`config.mk`:
```
export PLATFORM = sky130hd
export DESIGN_NAME = osu_uart
export DESIGN_NICKNAME = d
export VERILOG_FILES = /design/src/osu_uart_end.sv /design/src/osu_pkg.sv /design/src/osu_uart.sv
export SDC_FILE = /design/constraint.sdc
export NUM_CORES = 1
export LEC_CHECK = 0
export ABC_AREA = 1
export BUFFER_PORTS_ARGS = -buffer_cell sky130_fd_sc_hd__buf_2
export CORE_AREA = 2 2 86 88
export CTS_CLUSTER_DIAMETER = 60
export DETAILED_ROUTE_END_ITERATION = 7
export DIE_AREA = 0 0 88 90
export PLACE_DENSITY = 0.88
export SLEW_MARGIN = 15
export SYNTH_ARGS = -nofsm -noshare
export SYNTH_HDL_FRONTEND = slang
export SYNTH_SLANG_ARGS = --single-unit
```
`constraint.sdc`:
```
create_clock -name clk -period 4.6 [get_ports clk]
set_clock_uncertainty 0.2 [all_clocks]
set_input_delay 0.23 -clock clk [delete_from_list [all_inputs] [get_ports clk]]
set_output_delay 0.23 -clock clk [all_outputs]
set_load 0.03 [all_outputs]
```
`src/osu_uart_end.sv`:
```
`timescale 1ns/1ps

```
`src/osu_pkg.sv`:
```
package osu_pkg;
   // Core clock and the on-chip RC oscillator that sets the bit rate
   localparam int unsigned CLK_HZ = 100_000_000;
   localparam int unsigned OSC_HZ = 87_800;
   // Oscillator periods per receive phase for each speed setting
   localparam int unsigned OSC_PER_PHASE_SLOW = 2;
   localparam int unsigned OSC_PER_PHASE_FAST = 1;
   // Core clock cycles per phase tick, rounded down
   localparam int unsigned DIV_SLOW_CYC = CLK_HZ * OSC_PER_PHASE_SLOW / OSC_HZ;
   localparam int unsigned DIV_FAST_CYC = CLK_HZ * OSC_PER_PHASE_FAST / OSC_HZ;
   localparam int unsigned DIV_W = 16;

   // Character framing
   localparam int unsigned DATA_BITS = 8;
   localparam int unsigned BIT_IDX_W = 3;
   localparam logic [BIT_IDX_W-1:0] LAST_BIT = 3'h7;
   localparam logic START_LEVEL = 1'b0;
   localparam logic STOP_LEVEL = 1'b1;

   // Sixteen phases per bit; vote over the three centre phases
   localparam int unsigned PHASE_W = 4;
   localparam logic [PHASE_W-1:0] PHASE_FIRST_VOTE = 4'h6;
   localparam logic [PHASE_W-1:0] PHASE_LAST_VOTE = 4'h8;
   localparam logic [PHASE_W-1:0] PHASE_LAST = 4'hf;

   // Transmit buffer
   localparam int unsigned BUF_DEPTH = 2;
   localparam int unsigned BUF_PTR_W = 1;
   localparam int unsigned BUF_CNT_W = 2;

   typedef enum logic [1:0] {
      ST_IDLE = 2'b00,
      ST_START = 2'b01,
      ST_DATA = 2'b10,
      ST_STOP = 2'b11
   } osu_state_t;
endpackage

```
`src/osu_uart.sv`:
```
`timescale 1ns/1ps
module osu_uart #(
   parameter int unsigned DATA_W = osu_pkg::DATA_BITS,
   parameter int unsigned DIV_SLOW = osu_pkg::DIV_SLOW_CYC,
   parameter int unsigned DIV_FAST = osu_pkg::DIV_FAST_CYC
) (
   input wire logic clk,
   input wire logic rst,
   input wire logic fast_rate_select,
   input wire logic [DATA_W-1:0] tx_data,
   input wire logic tx_valid,
   output logic tx_ready,
   output logic tx_line,
   output logic tx_irq,
   input wire logic rx_line,
   output logic [DATA_W-1:0] rx_data,
   output logic rx_full,
   input wire logic rx_read,
   output logic rx_irq
);
   import osu_pkg::*;

   localparam logic [DIV_W-1:0] LIM_SLOW = DIV_W'(DIV_SLOW - 1);
   localparam logic [DIV_W-1:0] LIM_FAST = DIV_W'(DIV_FAST - 1);

   logic [DIV_W-1:0] div_cnt;
   logic [DIV_W-1:0] div_lim;
   logic tick;

   logic [DATA_W-1:0] buf_mem [BUF_DEPTH];
   logic [BUF_PTR_W-1:0] buf_wr;
   logic [BUF_PTR_W-1:0] buf_rd;
   logic [BUF_CNT_W-1:0] buf_cnt;
   logic [BUF_CNT_W-1:0] next_buf_cnt;
   logic buf_push;
   logic buf_pop;

   osu_state_t tx_state;
   logic [PHASE_W-1:0] tx_phase;
   logic [BIT_IDX_W-1:0] tx_bit;
   logic [DATA_W-1:0] tx_shift;

   osu_state_t rx_state;
   logic [PHASE_W-1:0] rx_phase;
   logic [BIT_IDX_W-1:0] rx_bit;
   logic [DATA_W-1:0] rx_shift;
   logic rx_prev;
   logic rx_filt;
   logic rx_last;
   logic [1:0] rx_smp;
   logic rx_vote;
   logic rx_vote_now;
   logic rx_capture;

   // Majority of three samples
   function automatic logic maj3(input logic a, input logic b, input logic c);
      maj3 = (a & b) | (a & c) | (b & c);
   endfunction

   // Phase tick at sixteen times the bit rate; one divider serves both paths
   assign div_lim = fast_rate_select ? LIM_FAST : LIM_SLOW;
   always_ff @(posedge clk or posedge rst) begin
      if (rst) begin
         div_cnt <= '0;
         tick <= 1'b0;
      end else if (div_cnt >= div_lim) begin // Compare, so a speed change mid-count cannot overrun
         div_cnt <= '0;
         tick <= 1'b1;
      end else begin
         div_cnt <= div_cnt + 1'b1;
         tick <= 1'b0;
      end
   end

   // Two-entry transmit buffer; ready drops when full so the writer stalls
   assign buf_push = tx_valid & tx_ready;
   assign buf_pop = (tx_state == ST_IDLE) && (buf_cnt != '0);
   always_comb begin
      next_buf_cnt = buf_cnt;
      if (buf_push && !buf_pop) begin
         next_buf_cnt = buf_cnt + 1'b1;
      end else if (buf_pop && !buf_push) begin
         next_buf_cnt = buf_cnt - 1'b1;
      end
   end

   always_ff @(posedge clk or posedge rst) begin
      if (rst) begin
         buf_wr <= '0;
         buf_rd <= '0;
         buf_cnt <= '0;
         tx_ready <= 1'b1;
      end else begin
         if (buf_push) begin
            buf_wr <= buf_wr + 1'b1;
         end
         if (buf_pop) begin
            buf_rd <= buf_rd + 1'b1;
         end
         buf_cnt <= next_buf_cnt;
         tx_ready <= (next_buf_cnt != BUF_CNT_W'(BUF_DEPTH));
      end
   end

   // Storage needs no reset; entries are read only after being written
   always_ff @(posedge clk) begin
      if (buf_push) begin
         buf_mem[buf_wr] <= tx_data;
      end
   end

   // Transmitter: a buffered byte leaves at once, start bit on the next edge
   always_ff @(posedge clk or posedge rst) begin
      if (rst) begin
         tx_state <= ST_IDLE;
         tx_phase <= '0;
         tx_bit <= '0;
         tx_shift <= '0;
         tx_line <= STOP_LEVEL;
         tx_irq <= 1'b0;
      end else begin
         tx_irq <= 1'b0;
         case (tx_state)
            ST_IDLE: begin
               if (buf_pop) begin
                  tx_shift <= buf_mem[buf_rd];
                  tx_line <= START_LEVEL;
                  tx_phase <= '0;
                  tx_bit <= '0;
                  tx_state <= ST_START;
               end
            end
            ST_START: begin
               if (tick) begin
                  tx_phase <= tx_phase + 1'b1;
                  if (tx_phase == PHASE_LAST) begin
                     tx_line <= tx_shift[0];
                     tx_state <= ST_DATA;
                  end
               end
            end
            ST_DATA: begin
               if (tick) begin
                  tx_phase <= tx_phase + 1'b1;
                  if (tx_phase == PHASE_LAST) begin
                     tx_bit <= tx_bit + 1'b1;
                     if (tx_bit == LAST_BIT) begin
                        tx_line <= STOP_LEVEL;
                        tx_irq <= 1'b1;
                        tx_state <= ST_STOP;
                     end else begin
                        tx_line <= tx_shift[1];
                        tx_shift <= {1'b0, tx_shift[DATA_W-1:1]};
                     end
                  end
               end
            end
            ST_STOP: begin
               if (tick) begin
                  tx_phase <= tx_phase + 1'b1;
                  if (tx_phase == PHASE_LAST) begin
                     tx_state <= ST_IDLE;
                  end
               end
            end
            default: begin
               tx_state <= ST_IDLE;
               tx_line <= STOP_LEVEL;
            end
         endcase
      end
   end

   // Debounce: the filtered level only follows two equal tick samples
   always_ff @(posedge clk or posedge rst) begin
      if (rst) begin
         rx_prev <= STOP_LEVEL;
         rx_filt <= STOP_LEVEL;
         rx_last <= STOP_LEVEL;
      end else if (tick) begin
         rx_prev <= rx_line;
         rx_last <= rx_filt;
         if (rx_line == rx_prev) begin
            rx_filt <= rx_line;
         end
      end
   end

   // Vote is formed on the last centre phase from the two earlier samples and the current filtered level
   assign rx_vote = maj3(rx_smp[1], rx_smp[0], rx_filt);
   assign rx_vote_now = tick && (rx_phase == PHASE_LAST_VOTE);
   assign rx_capture = rx_vote_now && (rx_state == ST_STOP);

   // Receiver sequence; runs independently of the transmitter
   always_ff @(posedge clk or posedge rst) begin
      if (rst) begin
         rx_state <= ST_IDLE;
         rx_phase <= '0;
         rx_bit <= '0;
         rx_shift <= '0;
         rx_smp <= '0;
      end else begin
         if (tick && rx_state != ST_IDLE) begin
            rx_phase <= rx_phase + 1'b1;
            if (rx_phase >= PHASE_FIRST_VOTE && rx_phase < PHASE_LAST_VOTE) begin
               rx_smp <= {rx_smp[0], rx_filt};
            end
         end
         case (rx_state)
            ST_IDLE: begin
               if (tick && rx_last && !rx_filt) begin
                  rx_phase <= '0;
                  rx_bit <= '0;
                  rx_state <= ST_START;
               end
            end
            ST_START: begin
               if (rx_vote_now && rx_vote) begin
                  rx_state <= ST_IDLE;
               end else if (tick && rx_phase == PHASE_LAST) begin
                  rx_state <= ST_DATA;
               end
            end
            ST_DATA: begin
               if (rx_vote_now) begin
                  rx_shift <= {rx_vote, rx_shift[DATA_W-1:1]};
               end
               if (tick && rx_phase == PHASE_LAST) begin
                  rx_bit <= rx_bit + 1'b1;
                  if (rx_bit == LAST_BIT) begin
                     rx_state <= ST_STOP;
                  end
               end
            end
            ST_STOP: begin
               if (rx_vote_now) begin
                  rx_state <= ST_IDLE; // Back to idle at mid stop bit to catch the next edge
               end
            end
            default: begin
               rx_state <= ST_IDLE;
            end
         endcase
      end
   end

   // Holding register; a new byte overwrites an unread one
   always_ff @(posedge clk or posedge rst) begin
      if (rst) begin
         rx_data <= '0;
         rx_full <= 1'b0;
         rx_irq <= 1'b0;
      end else begin
         rx_irq <= rx_capture;
         if (rx_capture) begin
            rx_data <= rx_shift;
            rx_full <= 1'b1; // Set wins over a read in the same cycle
         end else if (rx_read) begin
            rx_full <= 1'b0;
         end
      end
   end
endmodule

```
==> reports/results.ini <==
[outcome]
outcome=finished clean

[worst_hold_path]
hp-start=tx_valid
min_path_cells=3
hp-class=in -> reg
hold_path_end=buf_cnt[1]$_DFF_PP0_

[timing]
rsz0062_at_grt=no
timing.slew.headroom_pct=55.7
period_needed_ps=2260
final_hold_viol_count=0
worst_pin_slew_ps=662
setup_viol=0
fmax_mhz=443
finalMaxSlewViolations=0
timing.setup.tns_ps=0
post-route-period-util_pct=49.1

[place]
post-dp-hpwl_mm=5.11
gp_congestion=0.859
io_buffer_count=26
placed_area_um2=4430

[logic_synthesis]
ys_seq_area_share_pct=54.9
synthCells=462
synth-simple-area-share_pct=22.6
synthAdderAreaFrac_pct=5.64
synth_seq_cells=89
synth_mux_area_share_pct=0
synth-main-ff-cell=dfrtp_1
synth_top_family_by_area=simple AND/OR/NAND/NOR gates
synth-compound-area-share_pct=8.91
synth_edf_count=16
synth.avg_cell_area_um2=9.12
synthesis.area_um2=4210
synth_cell_types=35
yosysWarnings=0
synth_xor_area_share_pct=2.70
async_reset_ff_share_pct=82.0

[layout]
nets=539
mostFrequentLayoutCells=nand2_1, dfrtp_1, nor2_1
finalInstanceArea_um2=4750
drive_gt1_share_pct=13.3
final_common_cell=nand2_1
syn_to_final_growth_pct=12.8
diodes=0

[global_routing]
grt-ovfl-total=0
grt_max_degree=50
grt_pass1_wl_mm=13.2
grt_pass1_vias=3098
gr-usage-all-layers_pct=21.1
antenna_found_initial=0

[critical_path]
required_ps=4640
start_kind=register
rrSetupSlack_ps=2340
reg2reg_to=tx_shift[2]$_DFFE_PP0P_
worstSetupPathType=reg -> reg
rr_worst_depth=7
arrival_ps=2300
worstPathMaxFanout=17
r2r-start=tx_state[0]$_DFFE_PP0P_
worstSetupEndpointType=register

[clocking]
clock_latency_ps=350
htreeDepth=3
clockBufferDepth=2
cts_buffers=9
cts.sinks=89
path_clk_slew_ps=80
cts_resized=0
clockRootBuffer=clkbuf_8
tritoncts=yes

[power]
power_leakage_nw=2.27
vdd_drop_max_v=0.000404
power_density_nw_per_um2=507

[die]
ioPinCount=27
core_um2=7020
start_util_pct=60.0
die_w_um=88
core.rowCount=31
fp.dieArea_um2=7920
die_h_um=90

[drt]
vias_per_cell=5.16
final_antenna_net_count=0
drc=0
wl_per_cell_um=12.5
routed_wl_mm=7.64
vias=3148
first_pass_iters=4
drt_iter0_markers=172

[run]
maxCapViolCount=0

final cells by class:
class / count / area, µm²
Clock buffer: 12 / 156
Clock inverter: 4 / 51.3
Fill cell: 523 / 2270
Inverter: 45 / 169
Multi-Input combinational cell: 323 / 1690
Sequential cell: 89 / 2310
Tap cell: 99 / 124
Timing Repair Buffer: 38 / 248
flip-flops by register name (all words and copies together) (netlist names), 2 cells and up, named ones only:
| signal | count |
|---|---|
| rx_shift | 8 |
| tx_phase | 4 |
| rx_phase | 4 |
| tx_bit | 3 |
| rx_data | 8 |
| buf_cnt | 2 |
| div_cnt | 16 |
| rx_bit | 3 |
| tx_state | 2 |
| tx_shift | 8 |
| rx_smp | 2 |
| buf_mem | 16 |
per-layer routing:
metal | track usage (%) | part of all wire [%]
met3 | 3.40 | 2.8
met4 | 8.85 | 1.9
met1 | 26.0 | 44
met5 | 0 | 0
met2 | 36.2 | 51
through the flow:
step           power, W  hold WS [ps]  utilization [%]  setup slack [ps]  std cells
6_report        0.00241          57.1             67.7              2340        610
5_1_grt         0.00259          59.1             67.7              2100        610
4_1_cts         0.00241          32.7             67.7              2350        610
3_5_place_dp    0.00184          83.5             63.2              2370        583
3_3_place_gp    0.00179          87.4             63.2              2490        583
2_1_floorplan   0.00168           129                -              2330        464
critical path: stages (launching register included):
cell	delay, ps
dfrtp_1	420
inv_1	90
ha_1	360
inv_1	300
nor2_1	500
nor2_4	130
nand2_1	90
nand2_1	50
report_power, final:
part           switching, W  leakage (nW)  total (W)  internal, W
Combinational      0.000494          1.07   0.000756     0.000262
Sequential         0.000123          1.10    0.00110     0.000974
Clock              0.000272         0.102   0.000557     0.000285
Total              0.000889          2.27    0.00241      0.00152
repair_timing:
item / in CTS / in global routing
hold buffers: 11 / 0
buffers inserted: 0 / 0
endpoints found under the setup margin: 0 / 0
hold endpoints to repair: 43 / 0
synthesized netlist by cell type (all sizes together), types with 5 or more instances:
| cell | instances | area share [%] |
|---|---|---|
| a21oi | 14 | 1.7 |
| a31oi | 7 | 1.0 |
| buf | 7 | 1.2 |
| dfrtp | 68 | 40 |
| dfstp | 5 | 3.1 |
| edfxtp | 16 | 11 |
| ha | 19 | 5.6 |
| inv | 44 | 3.9 |
| nand2 | 126 | 11 |
| nand3 | 26 | 3.4 |
| nor2 | 58 | 5.6 |
| o21ai | 41 | 5.4 |
| xor2 | 10 | 2.1 |
worst max path at each step:
| stage | start | to |
|---|---|---|
| 6_report | tx_state[0]$_DFFE_PP0P_ | tx_shift[2]$_DFFE_PP0P_ |
| 5_1_grt | tx_state[0]$_DFFE_PP0P_ | tx_shift[2]$_DFFE_PP0P_ |
| 4_1_cts | tx_state[0]$_DFFE_PP0P_ | tx_shift[7]$_DFFE_PP0P_ |
| 3_5_place_dp | tx_state[0]$_DFFE_PP0P_ | tx_shift[2]$_DFFE_PP0P_ |
| 3_3_place_gp | tx_state[0]$_DFFE_PP0P_ | tx_shift[3]$_DFFE_PP0P_ |
| 2_1_floorplan | rst | asynchronous set/reset pin |
cells by family (layout without fill, tap and decap cells):
kind of cell,count (synthesis),count (layout)
flip-flops,89,89
other,1,3
AND/OR/NAND/NOR,222,222
buffers and inverters,52,99
AO/OA/AOI/OAI,66,66
XOR/XNOR,13,13
adder cells (fa/ha/maj),19,19
Power figures use the tool's default switching activity.
